## src/ddsr_pkg.sv

```systemverilog
`default_nettype none
package ddsr_pkg;
  // Register offsets on the drive register port
  localparam int ADDR_W = 6;
  localparam logic [5:0] OFF_HCTL = 6'h3c;
  localparam logic [5:0] OFF_STATE = 6'h04;
  localparam logic [5:0] OFF_FAULT1 = 6'h08;
  localparam logic [5:0] OFF_AS = 6'h10;
  // host_control_two fields
  localparam int HC_CLR = 5;
  localparam int HC_AII = 3;
  localparam int HC_SEL_LSB = 0;
  // drive_state_word fields
  localparam int ST_ALERT = 15;
  localparam int ST_ES = 14;
  localparam int ST_PIP = 13;
  localparam int ST_MOL = 12;
  localparam int ST_WRL = 11;
  localparam int ST_LST = 10;
  localparam int ST_DPR = 9;
  localparam int ST_PWR = 8;
  localparam int ST_DRY = 7;
  localparam int ST_VV = 6;
  localparam int ST_HL_LSB = 0;
  // fault_word_one fields, stored bits 15 down to 05
  localparam int E1_LSB = 5;
  localparam int E1_DCK = 15;
  localparam int E1_UNS = 14;
  localparam int E1_OPI = 13;
  localparam int E1_DTE = 12;
  localparam int E1_WLE = 11;
  localparam int E1_IAE = 10;
  localparam int E1_AOE = 9;
  localparam int E1_HCRC = 8;
  localparam int E1_HCE = 7;
  localparam int E1_ECH = 6;
  localparam int E1_WCF = 5;
  // Bus address reset value and step
  localparam logic [15:0] BUS_ADDR_RST = 16'h0000;
  localparam logic [15:0] BUS_ADDR_STEP = 16'h0002;
  // Function codes, bits 05-01 of the first control register
  localparam logic [4:0] FC_UNLOAD = 5'h01;
  localparam logic [4:0] FC_SEEK = 5'h02;
  localparam logic [4:0] FC_RECAL = 5'h03;
  localparam logic [4:0] FC_DRV_CLEAR = 5'h04;
  localparam logic [4:0] FC_OFFSET = 5'h06;
  localparam logic [4:0] FC_RTC = 5'h07;
  localparam logic [4:0] FC_PRESET = 5'h08;
  localparam logic [4:0] FC_PACK_ACK = 5'h09;
  localparam logic [4:0] FC_SEARCH = 5'h0c;
  localparam logic [4:0] FC_WRITE = 5'h18;
  localparam logic [4:0] FC_READ = 5'h1c;
  // Geometry limits
  localparam logic [9:0] LAST_CYL = 10'h32e;
  localparam logic [4:0] LAST_TRK = 5'h12;
  localparam logic [4:0] LAST_SEC = 5'h15;
  // Timing
  localparam logic [1:0] INDEX_LIMIT = 2'h3;
  localparam int CLK_NS = 50;
  localparam int WCLK_TIMEOUT_NS = 2000;
  localparam logic [7:0] WCLK_CYC =
    8'((WCLK_TIMEOUT_NS + CLK_NS - 1) / CLK_NS);
endpackage
`default_nettype wire

```

## src/ddsr_regs.sv

```systemverilog
`default_nettype none
// Functional notes
// - Inhibit bit freezes bus address during transfers
// - Drive answers only when select matches plug
// - Attention raises special condition; clears on clears
// - Command load clears attention unless errors
// - Error summary ORs error registers, forces attention
// - Errors block all commands except drive clear
// - Positioning bit set during positioning commands
// - Medium on-line change sets attention, requests interrupt
// - Write lock bit mirrors write-protect switch
// - Last sector bit set at final sector
// - Report dual port, power and ready
// - Volume valid clears on-line, sets on acknowledge
// - Latch head-load events until file ready
// - Any error one bit sets error summary
// - Error bits clear on zero write, clears
// - Data check and uncorrectable ECC errors
// - Unsafe bit follows any unsafe-class bit
// - Three index pulses without data: incomplete
// - Timing failure and missing write clocks flagged
// - Write on protected drive sets lock error
// - Invalid address and cylinder overflow errors
// - Header CRC and header compare errors
// - Controller clear clears errors, inhibit and drive select
module ddsr_regs (
  input wire logic i_mclk,
  input wire logic i_rst_b,
  input wire logic i_init,
  input wire logic [2:0] i_unit_plug,
  input wire logic i_reg_wr,
  input wire logic i_reg_rd,
  input wire logic [5:0] i_reg_addr,
  input wire logic [15:0] i_reg_wdata,
  output logic [15:0] o_reg_rdata,
  input wire logic i_cmd_load,
  input wire logic [4:0] i_cmd_code,
  output logic o_cmd_accept,
  output logic o_cmd_reject,
  input wire logic i_ba_load,
  input wire logic [15:0] i_ba_value,
  input wire logic i_xfer_word,
  output logic [15:0] o_bus_addr,
  output logic o_addr_incr_inhibit,
  output logic [2:0] o_drive_sel,
  output logic o_selected,
  output logic o_special_cond,
  output logic o_irq_req,
  output logic o_error_summary,
  input wire logic i_pin_write_prot,
  input wire logic i_pin_powered,
  input wire logic i_pin_ready,
  input wire logic i_pin_dual_port,
  input wire logic i_pin_medium_ok,
  input wire logic i_pos_done,
  input wire logic [5:0] i_headload_evt,
  input wire logic i_file_ready,
  input wire logic i_sector_done,
  input wire logic [9:0] i_cur_cyl,
  input wire logic [4:0] i_cur_trk,
  input wire logic [4:0] i_cur_sec,
  input wire logic [9:0] i_des_cyl,
  input wire logic [4:0] i_des_trk,
  input wire logic [4:0] i_des_sec,
  input wire logic i_ecc_mismatch,
  input wire logic i_ecc_hard,
  input wire logic i_timing_fail,
  input wire logic i_hdr_crc_bad,
  input wire logic i_hdr_cmp_bad,
  input wire logic i_er2_unsafe,
  input wire logic i_er2_any,
  input wire logic i_er3_any,
  input wire logic i_op_active,
  input wire logic i_index,
  input wire logic i_data_seen,
  input wire logic i_write_active,
  input wire logic i_wclk_seen
);
  typedef struct packed {
    logic aii;
    logic [2:0] sel;
    logic [2:0] unit;
    logic unit_ok;
    logic alert;
    logic es;
    logic pip;
    logic lst;
    logic vv;
    logic [5:0] hl;
    logic [10:0] flt1;
    logic mol_prev;
    logic [1:0] idx_cnt;
    logic [7:0] wclk_cnt;
    logic [15:0] bus_addr;
    logic [15:0] rdata;
    logic irq;
    logic accept;
    logic reject;
  } ddsr_state_type;

  ddsr_state_type q_r;
  ddsr_state_type q_nxt;
  logic [4:0] pins;
  logic wrp, pwr, dry, dpr, mol;
  logic sel_hit, wr_hctl, wr_drv_regs, cc, dclr, clr_all, cmd_ok;
  logic is_pos, is_xfer;
  logic [15:0] e1_set;
  logic [15:0] state_word;
  logic [15:0] e1_word;

  ddsr_pin_sync #(.W(5)) u_pin_sync (
    .i_mclk(i_mclk),
    .i_rst_b(i_rst_b),
    .i_pin({i_pin_medium_ok, i_pin_dual_port, i_pin_ready,
            i_pin_powered, i_pin_write_prot}),
    .o_level(pins)
  );

  assign {mol, dpr, dry, pwr, wrp} = pins;

  always_comb begin
    sel_hit = q_r.unit_ok && (q_r.sel == q_r.unit);
    wr_hctl = i_reg_wr && (i_reg_addr == ddsr_pkg::OFF_HCTL);
    wr_drv_regs = i_reg_wr && sel_hit;
    cc = wr_hctl && i_reg_wdata[ddsr_pkg::HC_CLR];
    cmd_ok = i_cmd_load && sel_hit &&
             (!q_r.es || i_cmd_code == ddsr_pkg::FC_DRV_CLEAR);
    dclr = cmd_ok && (i_cmd_code == ddsr_pkg::FC_DRV_CLEAR);
    clr_all = cc || i_init || dclr;
    is_pos = (i_cmd_code == ddsr_pkg::FC_SEEK) ||
             (i_cmd_code == ddsr_pkg::FC_OFFSET) ||
             (i_cmd_code == ddsr_pkg::FC_RTC) ||
             (i_cmd_code == ddsr_pkg::FC_RECAL) ||
             (i_cmd_code == ddsr_pkg::FC_UNLOAD) ||
             (i_cmd_code == ddsr_pkg::FC_SEARCH);
    is_xfer = (i_cmd_code == ddsr_pkg::FC_WRITE) ||
              (i_cmd_code == ddsr_pkg::FC_READ);
    // Error one set sources
    e1_set = '0;
    e1_set[ddsr_pkg::E1_DCK] = i_ecc_mismatch;
    e1_set[ddsr_pkg::E1_ECH] = i_ecc_hard;
    // Timing error is unsafe-class; both bits rise on one edge
    e1_set[ddsr_pkg::E1_UNS] = i_er2_unsafe ||
      i_timing_fail;
    e1_set[ddsr_pkg::E1_OPI] = i_op_active && i_index && !i_data_seen &&
      (q_r.idx_cnt == ddsr_pkg::INDEX_LIMIT - 2'h1);
    e1_set[ddsr_pkg::E1_DTE] = i_timing_fail;
    e1_set[ddsr_pkg::E1_WCF] = i_write_active && !i_wclk_seen &&
      (q_r.wclk_cnt == ddsr_pkg::WCLK_CYC - 8'h01);
    e1_set[ddsr_pkg::E1_WLE] = cmd_ok && wrp &&
      (i_cmd_code == ddsr_pkg::FC_WRITE);
    e1_set[ddsr_pkg::E1_IAE] = cmd_ok && (is_xfer || is_pos) &&
      ((i_des_trk > ddsr_pkg::LAST_TRK) ||
       (i_des_sec > ddsr_pkg::LAST_SEC));
    e1_set[ddsr_pkg::E1_AOE] = cmd_ok && (is_xfer || is_pos) &&
      (i_des_cyl > ddsr_pkg::LAST_CYL);
    e1_set[ddsr_pkg::E1_HCRC] = i_hdr_crc_bad;
    e1_set[ddsr_pkg::E1_HCE] = i_hdr_cmp_bad;
  end

  // Register images seen by reads
  always_comb begin
    state_word = '0;
    state_word[ddsr_pkg::ST_ALERT] = q_r.alert;
    state_word[ddsr_pkg::ST_ES] = q_r.es;
    state_word[ddsr_pkg::ST_PIP] = q_r.pip;
    state_word[ddsr_pkg::ST_MOL] = mol;
    state_word[ddsr_pkg::ST_WRL] = wrp;
    state_word[ddsr_pkg::ST_LST] = q_r.lst;
    state_word[ddsr_pkg::ST_DPR] = dpr;
    state_word[ddsr_pkg::ST_PWR] = pwr;
    state_word[ddsr_pkg::ST_DRY] = dry;
    state_word[ddsr_pkg::ST_VV] = q_r.vv;
    state_word[ddsr_pkg::ST_HL_LSB +: 6] = q_r.hl;
    e1_word = {q_r.flt1, 5'h00};
  end

  always_comb begin
    q_nxt = q_r;
    q_nxt.accept = 1'b0;
    q_nxt.reject = 1'b0;
    q_nxt.irq = 1'b0;
    // Unit plug caught once after reset release
    if (!q_r.unit_ok) begin
      q_nxt.unit = i_unit_plug;
      q_nxt.unit_ok = 1'b1;
    end
    // host_control_two: inhibit and drive select
    if (wr_hctl) begin
      q_nxt.aii = i_reg_wdata[ddsr_pkg::HC_AII];
      q_nxt.sel = i_reg_wdata[ddsr_pkg::HC_SEL_LSB +: 3];
    end
    if (cc || i_init) begin
      q_nxt.aii = 1'b0;
      q_nxt.sel = 3'h0;
    end
    // Bus address stepping
    if (i_ba_load) begin
      q_nxt.bus_addr = i_ba_value;
    end else if (i_xfer_word && !q_r.aii) begin
      q_nxt.bus_addr = q_r.bus_addr + ddsr_pkg::BUS_ADDR_STEP;
    end
    // Command acceptance
    if (i_cmd_load && sel_hit) begin
      q_nxt.accept = cmd_ok;
      q_nxt.reject = !cmd_ok;
    end
    // Clears first, sets after so that a set wins
    if (i_cmd_load && sel_hit && !q_r.es) begin
      q_nxt.alert = 1'b0;
    end
    if (wr_drv_regs && i_reg_addr == ddsr_pkg::OFF_AS &&
        i_reg_wdata[q_r.unit]) begin
      q_nxt.alert = 1'b0;
    end
    if (wr_drv_regs && i_reg_addr == ddsr_pkg::OFF_FAULT1) begin
      q_nxt.flt1 = q_r.flt1 & i_reg_wdata[15:ddsr_pkg::E1_LSB];
    end
    if (clr_all) begin
      q_nxt.alert = 1'b0;
      q_nxt.es = 1'b0;
      q_nxt.flt1 = '0;
      q_nxt.lst = 1'b0;
      q_nxt.pip = 1'b0;
    end
    // Positioning in progress
    if (i_pos_done) begin
      q_nxt.pip = 1'b0;
    end
    if (cmd_ok && is_pos) begin
      q_nxt.pip = 1'b1;
    end
    // Last sector transferred
    if (i_sector_done && i_cur_cyl == ddsr_pkg::LAST_CYL &&
        i_cur_trk == ddsr_pkg::LAST_TRK &&
        i_cur_sec == ddsr_pkg::LAST_SEC) begin
      q_nxt.lst = 1'b1;
    end
    // Head-load event latches
    if (i_file_ready) begin
      q_nxt.hl = '0;
    end
    q_nxt.hl = q_nxt.hl | i_headload_evt;
    // Volume valid and medium on-line change
    q_nxt.mol_prev = mol;
    if (mol && !q_r.mol_prev) begin
      q_nxt.vv = 1'b0;
    end
    if (cmd_ok && (i_cmd_code == ddsr_pkg::FC_PACK_ACK ||
                   i_cmd_code == ddsr_pkg::FC_PRESET)) begin
      q_nxt.vv = 1'b1;
    end
    if (mol != q_r.mol_prev) begin
      q_nxt.alert = 1'b1;
      q_nxt.irq = 1'b1;
    end
    // Index pulse counter for operation incomplete
    if (!i_op_active || i_data_seen) begin
      q_nxt.idx_cnt = 2'h0;
    end else if (i_index && q_r.idx_cnt != ddsr_pkg::INDEX_LIMIT) begin
      q_nxt.idx_cnt = q_r.idx_cnt + 2'h1;
    end
    // Write clock watchdog
    if (!i_write_active || i_wclk_seen) begin
      q_nxt.wclk_cnt = 8'h00;
    end else if (q_r.wclk_cnt != ddsr_pkg::WCLK_CYC) begin
      q_nxt.wclk_cnt = q_r.wclk_cnt + 8'h01;
    end
    // Error bits and summary; a clear also drops what it clears
    q_nxt.flt1 = q_nxt.flt1 | e1_set[15:ddsr_pkg::E1_LSB];
    if (((|q_r.flt1) && !clr_all) || i_er2_any || i_er3_any) begin
      q_nxt.es = 1'b1;
    end
    if (q_r.es && !clr_all) begin
      q_nxt.alert = 1'b1;
    end
    // Read data; drive registers answer only when selected
    if (i_reg_rd) begin
      q_nxt.rdata = 16'h0000;
      if (i_reg_addr == ddsr_pkg::OFF_HCTL) begin
        q_nxt.rdata[ddsr_pkg::HC_AII] = q_r.aii;
        q_nxt.rdata[ddsr_pkg::HC_SEL_LSB +: 3] = q_r.sel;
      end else if (sel_hit && i_reg_addr == ddsr_pkg::OFF_STATE) begin
        q_nxt.rdata = state_word;
      end else if (sel_hit && i_reg_addr == ddsr_pkg::OFF_FAULT1) begin
        q_nxt.rdata = e1_word;
      end else if (sel_hit && i_reg_addr == ddsr_pkg::OFF_AS) begin
        q_nxt.rdata[q_r.unit] = q_r.alert;
      end
    end
  end

  always_ff @(posedge i_mclk) begin
    if (!i_rst_b) begin
      q_r <= '0;
    end else begin
      q_r <= q_nxt;
    end
  end

  assign o_reg_rdata = q_r.rdata;
  assign o_cmd_accept = q_r.accept;
  assign o_cmd_reject = q_r.reject;
  assign o_bus_addr = q_r.bus_addr;
  assign o_addr_incr_inhibit = q_r.aii;
  assign o_drive_sel = q_r.sel;
  assign o_selected = sel_hit;
  assign o_special_cond = q_r.alert;
  assign o_irq_req = q_r.irq;
  assign o_error_summary = q_r.es;

  chk_aii_clear: assert property (@(posedge i_mclk) disable iff (!i_rst_b)
    (cc || i_init) |=> !o_addr_incr_inhibit)
    else $error("Inhibit bit survived a clear");

  chk_addr_hold: assert property (@(posedge i_mclk) disable iff (!i_rst_b)
    (q_r.aii && !wr_hctl && !cc && !i_init && i_xfer_word && !i_ba_load)
    |=> $stable(o_bus_addr))
    else $error("Bus address moved while inhibited");

  chk_es_special: assert property (@(posedge i_mclk) disable iff (!i_rst_b)
    (q_r.es && !clr_all) |=> o_special_cond)
    else $error("Error summary did not force attention");

  chk_cmd_reject: assert property (@(posedge i_mclk) disable iff (!i_rst_b)
    (q_r.es && i_cmd_load && sel_hit &&
     i_cmd_code != ddsr_pkg::FC_DRV_CLEAR)
    |=> (o_cmd_reject && !o_cmd_accept))
    else $error("Command accepted under error summary");

  chk_mol_alert: assert property (@(posedge i_mclk) disable iff (!i_rst_b)
    (mol != q_r.mol_prev) |=> (o_irq_req && q_r.alert))
    else $error("On-line change gave no attention");

  chk_last_sector: assert property (@(posedge i_mclk) disable iff (!i_rst_b)
    (i_sector_done && i_cur_cyl == ddsr_pkg::LAST_CYL &&
     i_cur_trk == ddsr_pkg::LAST_TRK && i_cur_sec == ddsr_pkg::LAST_SEC)
    |=> q_r.lst)
    else $error("Last sector not flagged");

  chk_flt1_summary: assert property (@(posedge i_mclk) disable iff (!i_rst_b)
    ((|q_r.flt1) && !clr_all) |=> q_r.es)
    else $error("Error bit did not raise summary");

  chk_zero_write: assert property (@(posedge i_mclk) disable iff (!i_rst_b)
    (wr_drv_regs && i_reg_addr == ddsr_pkg::OFF_FAULT1 &&
     i_reg_wdata == 16'h0000 && e1_set == 16'h0000)
    |=> (q_r.flt1 == 11'h000))
    else $error("Zero write left error bits set");

  chk_pip_set: assert property (@(posedge i_mclk) disable iff (!i_rst_b)
    (cmd_ok && is_pos) |=> q_r.pip)
    else $error("Positioning bit not set");

  chk_wclk_fail: assert property (@(posedge i_mclk) disable iff (!i_rst_b)
    (i_write_active && !i_wclk_seen)[*8] |-> ##[0:40]
    (q_r.flt1[ddsr_pkg::E1_WCF - ddsr_pkg::E1_LSB] || !i_write_active ||
     i_wclk_seen || clr_all))
    else $error("Missing write clocks not flagged");
endmodule
`default_nettype wire

```

## src/ddsr_pin_sync.sv

```systemverilog
`default_nettype none
module ddsr_pin_sync #(
  parameter int W = 5
) (
  input wire logic i_mclk,
  input wire logic i_rst_b,
  input wire logic [W-1:0] i_pin,
  output logic [W-1:0] o_level
);
  typedef struct packed {
    logic [W-1:0] s1;
    logic [W-1:0] s2;
    logic [W-1:0] s3;
    logic [W-1:0] q;
  } ddsr_sync_type;

  ddsr_sync_type st_r;
  ddsr_sync_type st_nxt;

  // A change counts once the second and third stages agree
  always_comb begin
    st_nxt = st_r;
    st_nxt.s1 = i_pin;
    st_nxt.s2 = st_r.s1;
    st_nxt.s3 = st_r.s2;
    st_nxt.q = (st_r.s2 & st_r.s3) | (st_r.q & (st_r.s2 ^ st_r.s3));
  end

  always_ff @(posedge i_mclk) begin
    if (!i_rst_b) begin
      st_r <= '0;
    end else begin
      st_r <= st_nxt;
    end
  end

  assign o_level = st_r.q;

  chk_sync_agree: assert property (@(posedge i_mclk) disable iff (!i_rst_b)
    (st_r.s2 == st_r.s3) |=> (st_r.q == $past(st_r.s3)))
    else $error("Synchroniser output ignored agreeing stages");
endmodule
`default_nettype wire

```

## config.mk

```make
export PLATFORM = sky130hd
export DESIGN_NAME = ddsr_regs
export DESIGN_NICKNAME = d
export VERILOG_FILES = /design/src/ddsr_pkg.sv /design/src/ddsr_regs.sv /design/src/ddsr_pin_sync.sv
export SDC_FILE = /design/constraint.sdc
export NUM_CORES = 1
export LEC_CHECK = 0
export BUFFER_PORTS_ARGS = -buffer_cell sky130_fd_sc_hd__buf_2
export CAP_MARGIN = 20
export CORE_AREA = 2 2 81 142
export DETAILED_ROUTE_END_ITERATION = 7
export DIE_AREA = 0 0 83 144
export HOLD_SLACK_MARGIN = 0.05
export PLACE_DENSITY = 0.72
export SLEW_MARGIN = 10
export SYNTH_ARGS = -nofsm -noshare
export SYNTH_HDL_FRONTEND = slang
export SYNTH_SLANG_ARGS = --single-unit
```

## constraint.sdc

```tcl
create_clock -name i_mclk -period 2.3 [get_ports i_mclk]
set_input_delay 0.115 -clock i_mclk [delete_from_list [all_inputs] [get_ports i_mclk]]
set_output_delay 0.115 -clock i_mclk [all_outputs]
set_load 0.05 [all_outputs]
```

==> results of run 1 <==
[metal layers]
layer | vias to the layer above | wire length (um) | track usage (%) | share of wire, %
li1 | 2126 | - | - | -
met1 | 2027 | 4810 | 22.0 | 38
met2 | 124 | 6930 | 40.0 | 55
met3 | 26 | 514 | 4.00 | 4.1
met4 | 0 | 332 | 8.89 | 2.6
met5 | - | 0 | 0 | 0
[layout make-up]
| type | instances | share of cell area, % |
|---|---|---|
| clock buffer | 10 | 3.90 |
| clock inverter | 4 | 1.14 |
| sequential | 96 | 31.4 |
| timing repair buffer | 207 | 20.3 |
| inverter | 12 | 0.736 |
| multi-input combinational | 355 | 39.8 |
| tap | 132 | 2.70 |
[cell usage after synthesis (3+ instances only)]
| library cell | number |
|---|---|
| nand4_1 | 10 |
| clkbuf_1 | 10 |
| buf_4 | 37 |
| buf_6 | 3 |
| inv_1 | 11 |
| nand4b_1 | 3 |
| or4_1 | 5 |
| a22oi_1 | 9 |
| a21oi_1 | 24 |
| nor2b_1 | 25 |
| nand3_1 | 10 |
| a31oi_1 | 4 |
| dfxtp_1 | 96 |
| and3_1 | 5 |
| o31ai_1 | 3 |
| ha_1 | 11 |
| nor2_1 | 25 |
| nor4_1 | 9 |
| and2_1 | 21 |
| nand2_1 | 57 |
| o21ai_1 | 3 |
| o21a_1 | 6 |
| xnor2_1 | 13 |
| nor4b_1 | 3 |
| xor2_1 | 11 |
| o21ai_0 | 18 |
| a221oi_1 | 4 |
| nor3_1 | 6 |
| nand3b_1 | 5 |
| o211ai_1 | 15 |
| mux2i_1 | 12 |
| xnor2_2 | 3 |
[metrics by stage]
stage / std cells / power [mW] / cell area (um^2)
detailed placement: 765 / 2.28 / 5440
finish: 816 / 3.86 / 6120
global placement: 765 / 2.27 / 5440
CTS: 816 / 3.89 / 6120
global route: 816 / 4.01 / 6120
floorplan: 516 / 2.11 / 4780
[worst max path at each step]
stage	endpoint	slack (ns)	cells past startpoint	startpoint
after global routing	e1_word[13]	0.09	6	q_r[70]
after global placement	e1_word[13]	0.31	6	q_r[70]
after floorplan	e1_word[13]	0.55	8	q_r[71]
final	e1_word[13]	0.24	6	q_r[70]
after detailed placement	e1_word[13]	0.27	6	q_r[70]
after CTS	e1_word[13]	0.25	6	q_r[70]
[power groups by stage]
| stage | Sequential, mW | Clock (mW) | Combinational, mW |
|---|---|---|---|
| after CTS | 1.77 | 1.59 | 0.526 |
| after floorplan | 1.80 | 0 | 0.310 |
| after detailed placement | 1.81 | 0 | 0.474 |
| after global placement | 1.80 | 0 | 0.462 |
| final | 1.77 | 1.57 | 0.525 |
| after global routing | 1.78 | 1.66 | 0.570 |
[sequential cells by signal, summed over array words and instances, names as in the netlist, 3 cells and up]
signal              count
q_r                    24
o_bus_addr             16
o_reg_rdata            16
e1_word                11
u_pin_sync.st_nxt      10
u_pin_sync.o_level      5
u_pin_sync.st_r         5
o_drive_sel             3
[repair_timing]
item / CTS / global route
buffers inserted: 0 / 0
hold endpoints to repair: 30 / 0
hold buffers: 37 / 0
[cells by family after synthesis]
family                     Yosys count  share of synthesized area [%]
xor gates and xnor gates            27                           5.42
and+or+nand+nor                    204                           25.4
buffers and inverters               65                           8.75
DFF                                 96                           40.2
AOI/OAI and AO/OA                  100                           14.2
muxes                               13                           3.06
adders and majority gates           11                           2.88
[worst max-delay path: stages (launching register included)]
cell and delay (ns):
dfxtp_1 0.55, xor2_1 0.19, nor4b_4 0.50, a21oi_1 0.29, buf_4 0.24, o211ai_1 0.08
o21ai_0 0.09
==> impl_metrics.ini, run 1 <==
[run_status]
outcome = finished clean

[setup_path]
timing.reg2reg.worst_path_depth = 6
r2r_start = q_r[70]
critPathCaptureType = flop
worst-endpoint-required_ns = 2.52
reg2reg_setup_slack_ns = 0.24
classification_of_the_worst_setup_path = flop to flop
critPathArrivalTime_ns = 2.28
critical_path.reg2reg.endpoint = e1_word[13]
start_kind = flop
path_max_fanout = 9

[clocking]
tritoncts_clock_tree = yes
tritoncts.num_buffers = 9
cts.reportedPaths.clkPinSlew_ns = 0.06
clk_root_buffer_cell = clkbuf_16
worstSkewPairLatency_ns = 0.33
cts.path.max_buffers = 2
clock_tree.htree_level_count = 3
post_cts_resize_count = 0
clock_sinks = 96

[job]
max_cap_violations = 0

[pwr]
power_frac_comb_pct = 13.6
p_int_mw = 2.92
netSwitchingFraction_pct = 24.4
static-leakage-power_nw = 2.71
p_clk_share_pct = 40.6
ir_drop_mv = 0.396
powerDensity_nw_per_um2 = 631
power.switching_mw = 0.942
power.share.sequential_pct = 45.9

[synth]
synth-edff-count = 0
syn-num-nets = 648
ys_ff_latch = 96
synth_async_sr_flop_share_pct = 0
netlist.area_leader.share_pct = 40.2
synth_seq_area_share_pct = 40.2
netlist_area_um2 = 4780
synthesis_warnings = 0
yosysUniqueCellTypes = 63
synth.top_cells.by_area = dfxtp_1 40%, buf_4 5.8%, nand2_1 4.5%, nor2b_1 3.3%, ha_1 2.9%
syn_area_per_cell_um2 = 9.26
syn-instance-count = 516
top_reg_cell_synth = dfxtp_1
synth.largest_area_cell = dfxtp_1

[floorplan]
initial_utilization_pct = 43.8
top_level_ports = 163
die_height_um = 144
placeableCoreArea_um2 = 10900
row_count = 51
die_w_um = 83
die_area_um2 = 12000

[sta]
setup_ws_ns = 0.236
fmax_mhz = 484
final-setup-viol-count = 0
grt_setup_unrepaired = false
layout_min_cycle_time_ns = 2.06
slew_viol_final = 0
totalNegativeSetupSlack_ns = 0
tightestPinTransition_ns = 0.548
finalClockSkew_ns = 0.00550
post-route-period-util_pct = 89.8
slew_headroom_pct = 63.5
hold_violations = 0
finalHoldWorstSlack_ns = 0.0559

[grt]
grt_max_degree = 31
globalRouteTotalUtil_pct = 20.9
globalRoute.totalOverflow = 0
grt_antenna_before_repair = 0
grt_first_pass_wirelength_mm = 20.3
grt_pass1_vias = 4329

[worst_hold_path]
critical_hold_path_startpoint = i_ba_value[8]
holdPathStages = 3
min_delay_worst_type = input port to flop
hold_path_end = o_bus_addr[8]

[route]
postRouteAntennaNets = 0
post-route-drc-count = 0
via_per_inst = 5.27
routed-via-count = 4303
drt-total-wl_mm = 12.6
dr.pass1.iters = 4
post_drt_wl_per_cell_um = 15.4
detail_route.iter0.violations = 144

[layout]
register_area_um2 = 1920
number_of_diodes_added_for_antenna_fixing = 0
layout.cells.most_common = buf_2
multiInputGateArea_um2 = 2440
nFillCells = 998
num-nets-final = 813
postLayoutCoreUtil_pct = 56.1
area_growth_pct = 28.1
drive_gt1_share_pct = 29.7
layout_common_cells = 161 x buf_2, 96 x dfxtp_1, 57 x nand2_1

[place]
port-buffer-count = 161
placement.setup.worst_slack_ns = 0.269
gpl.final_weighted_congestion = 0.951
dpl.hpwl_mm = 9.66
Note: power is estimated with default switching activity, not from simulation.
==> inputs of run 2 (changes only) <==
- CTS_BUF_LIST: not set -> sky130_fd_sc_hd__clkbuf_8
- PLACE_DENSITY: 0.72 -> 0.74
- clock period: 2.3 -> 1.7 ns (I/O delays scaled with it)
==> run 2 against run 1 <==
Largest cell class unchanged. Sequential cell count is the same. The flow now finishes with violations (setup timing). Non-clock buffer count up 62. Sequential share of layout area down 2.7 points. Critical endpoint is now e1_word[10]. Via count increased by 9.5%. Clock-buffer cell count increased by 1.
==> impl_metrics.ini, run 2 (synthesized netlist as in run 1, its figures left out) <==
[layout]
num-nets-final = 875
postLayoutCoreUtil_pct = 61.9
largest_register_ffs = 24
area_growth_pct = 41.4
layout_common_cells = 159 x buf_2, 89 x dfxtp_1, 70 x dlygate4sd3_1
largest_register_by_flop_count = q_r
nFillCells = 908
number_of_diodes_added_for_antenna_fixing = 0
layout.cells.most_common = buf_2
drive_gt1_share_pct = 35.2

[pwr]
static-leakage-power_nw = 2.97
power.share.sequential_pct = 51.2
power.switching_mw = 1.32
netSwitchingFraction_pct = 28.2
ir_drop_mv = 0.400
power_frac_comb_pct = 18.4
p_int_mw = 3.35
p_clk_share_pct = 30.3
powerDensity_nw_per_um2 = 691

[sta]
finalClockSkew_ns = 0.0131
layout_min_cycle_time_ns = 1.76
slew_headroom_pct = 63.9
slew_viol_final = 0
setup_ws_ns = -0.0568
post-route-period-util_pct = 103
final-setup-viol-count = 8
hold_violations = 0
grt_setup_unrepaired = true
fmax_mhz = 569
tightestPinTransition_ns = 0.536

[floorplan]
initial_utilization_pct = 43.8
die_height_um = 144
row_count = 51
die_area_um2 = 12000
die_w_um = 83
placeableCoreArea_um2 = 10900
top_level_ports = 163

[route]
post_drt_wl_per_cell_um = 16.5
drt-total-wl_mm = 14.5
via_per_inst = 5.35
detail_route.iter0.violations = 221
post-route-drc-count = 0
postRouteAntennaNets = 0
dr.pass1.iters = 5
routed-via-count = 4711

[clocking]
cts.reportedPaths.clkPinSlew_ns = 0.10
cts.path.max_buffers = 2
tritoncts.num_buffers = 9
clock_tree.htree_level_count = 3
worstSkewPairLatency_ns = 0.37
clock_sinks = 96
tritoncts_clock_tree = yes
clk_root_buffer_cell = clkbuf_8

[grt]
grt_pass1_vias = 4838
globalRouteTotalUtil_pct = 23.4
grt_first_pass_wirelength_mm = 22.5
grt_antenna_before_repair = 0
grt_max_degree = 34
globalRoute.totalOverflow = 0

[worst_hold_path]
hold_path_end = q_r[63]
critical_hold_path_startpoint = i_cmd_code[2]
min_delay_worst_type = input port to flop
holdPathStages = 4

[setup_path]
start_kind = flop
worst-endpoint-required_ns = 1.95
classification_of_the_worst_setup_path = flop to flop
timing.reg2reg.worst_path_depth = 8
r2r_start = q_r[69]
path_max_fanout = 6
critPathCaptureType = flop
reg2reg_setup_slack_ns = -0.06
critical_path.reg2reg.endpoint = e1_word[10]
critPathArrivalTime_ns = 2.01

[run_status]
outcome = complete, but fails checks
failed_checks = setup timing

[place]
placement.setup.worst_slack_ns = -0.0176
gpl.final_weighted_congestion = 0.892
dpl.hpwl_mm = 9.88
port-buffer-count = 161

[job]
max_cap_violations = 0
run 2: power groups by stage:
stage                     Sequential, mW  Clock [mW]  Combinational (mW)
after floorplan                     2.44           0               0.421
after global placement              2.44           0               0.655
after detailed placement            2.44           0               0.672
after CTS                           2.39        1.44               0.804
after global routing                2.40        1.54               0.921
final                               2.39        1.42               0.861
run 2: layer usage:
layer | routed length, um | global-route usage (%)
met3 | 698 | 4.97
met1 | 5120 | 23.4
met4 | 669 | 13.4
met5 | 0 | 0
met2 | 8040 | 44.4
run 2: cell type report:
class / count / area (um^2) / share of cell area (%)
repair buffers: 269 / 1840 / 27.2
clock buffers: 11 / 151 / 2.24
inverters: 12 / 47.5 / 0.704
clock inverters: 5 / 32.5 / 0.482
flip-flops and latches: 96 / 1940 / 28.7
multi-input cells: 355 / 2590 / 38.3
well taps: 132 / 165 / 2.44
run 2: worst max-delay path, stage by stage (launching register included):
cell and delay, ns:
dfxtp_4 0.38, buf_6 0.13, xnor2_4 0.17, nand4_4 0.17, inv_4 0.09, nand4_1 0.17, buf_6 0.21, o211ai_1 0.20
o21ai_1 0.11
run 2: worst max-delay path by stage:
stage / end / slack, ns / from
final: e1_word[10] / -0.06 / q_r[69]
after global routing: o_reg_rdata[6] / -0.12 / o_drive_sel[2]
after CTS: o_selected / -0.009 / q_r[69]
after global placement: e1_word[13] / 0.02 / q_r[69]
after detailed placement: e1_word[9] / -0.02 / o_drive_sel[1]
after floorplan: e1_word[13] / 0.02 / q_r[71]
run 2: timing repair:
| item | CTS | global route |
|---|---|---|
| pin swaps | 2 | 35 |
| gates cloned | 0 | 3 |
| endpoints found under the setup margin | 15 | 36 |
| endpoints found under the hold margin | 51 | 0 |
| resized for setup | 7 | 42 |
| hold buffers | 70 | 0 |
| setup buffers | 1 | 7 |
run 2: stage by stage:
stage	std cells	hold slack (ns)	instance area (um^2)	TNS, ns	power [mW]
after CTS	871	0.0668	6510	-0.0224	4.63
after detailed placement	784	0.279	5590	-0.0176	3.11
after global placement	784	0.278	5590	0	3.09
after global routing	880	0.0933	6760	-1.53	4.86
after floorplan	516	0.113	4780	0	2.86
final	880	0.0791	6760	-0.191	4.67
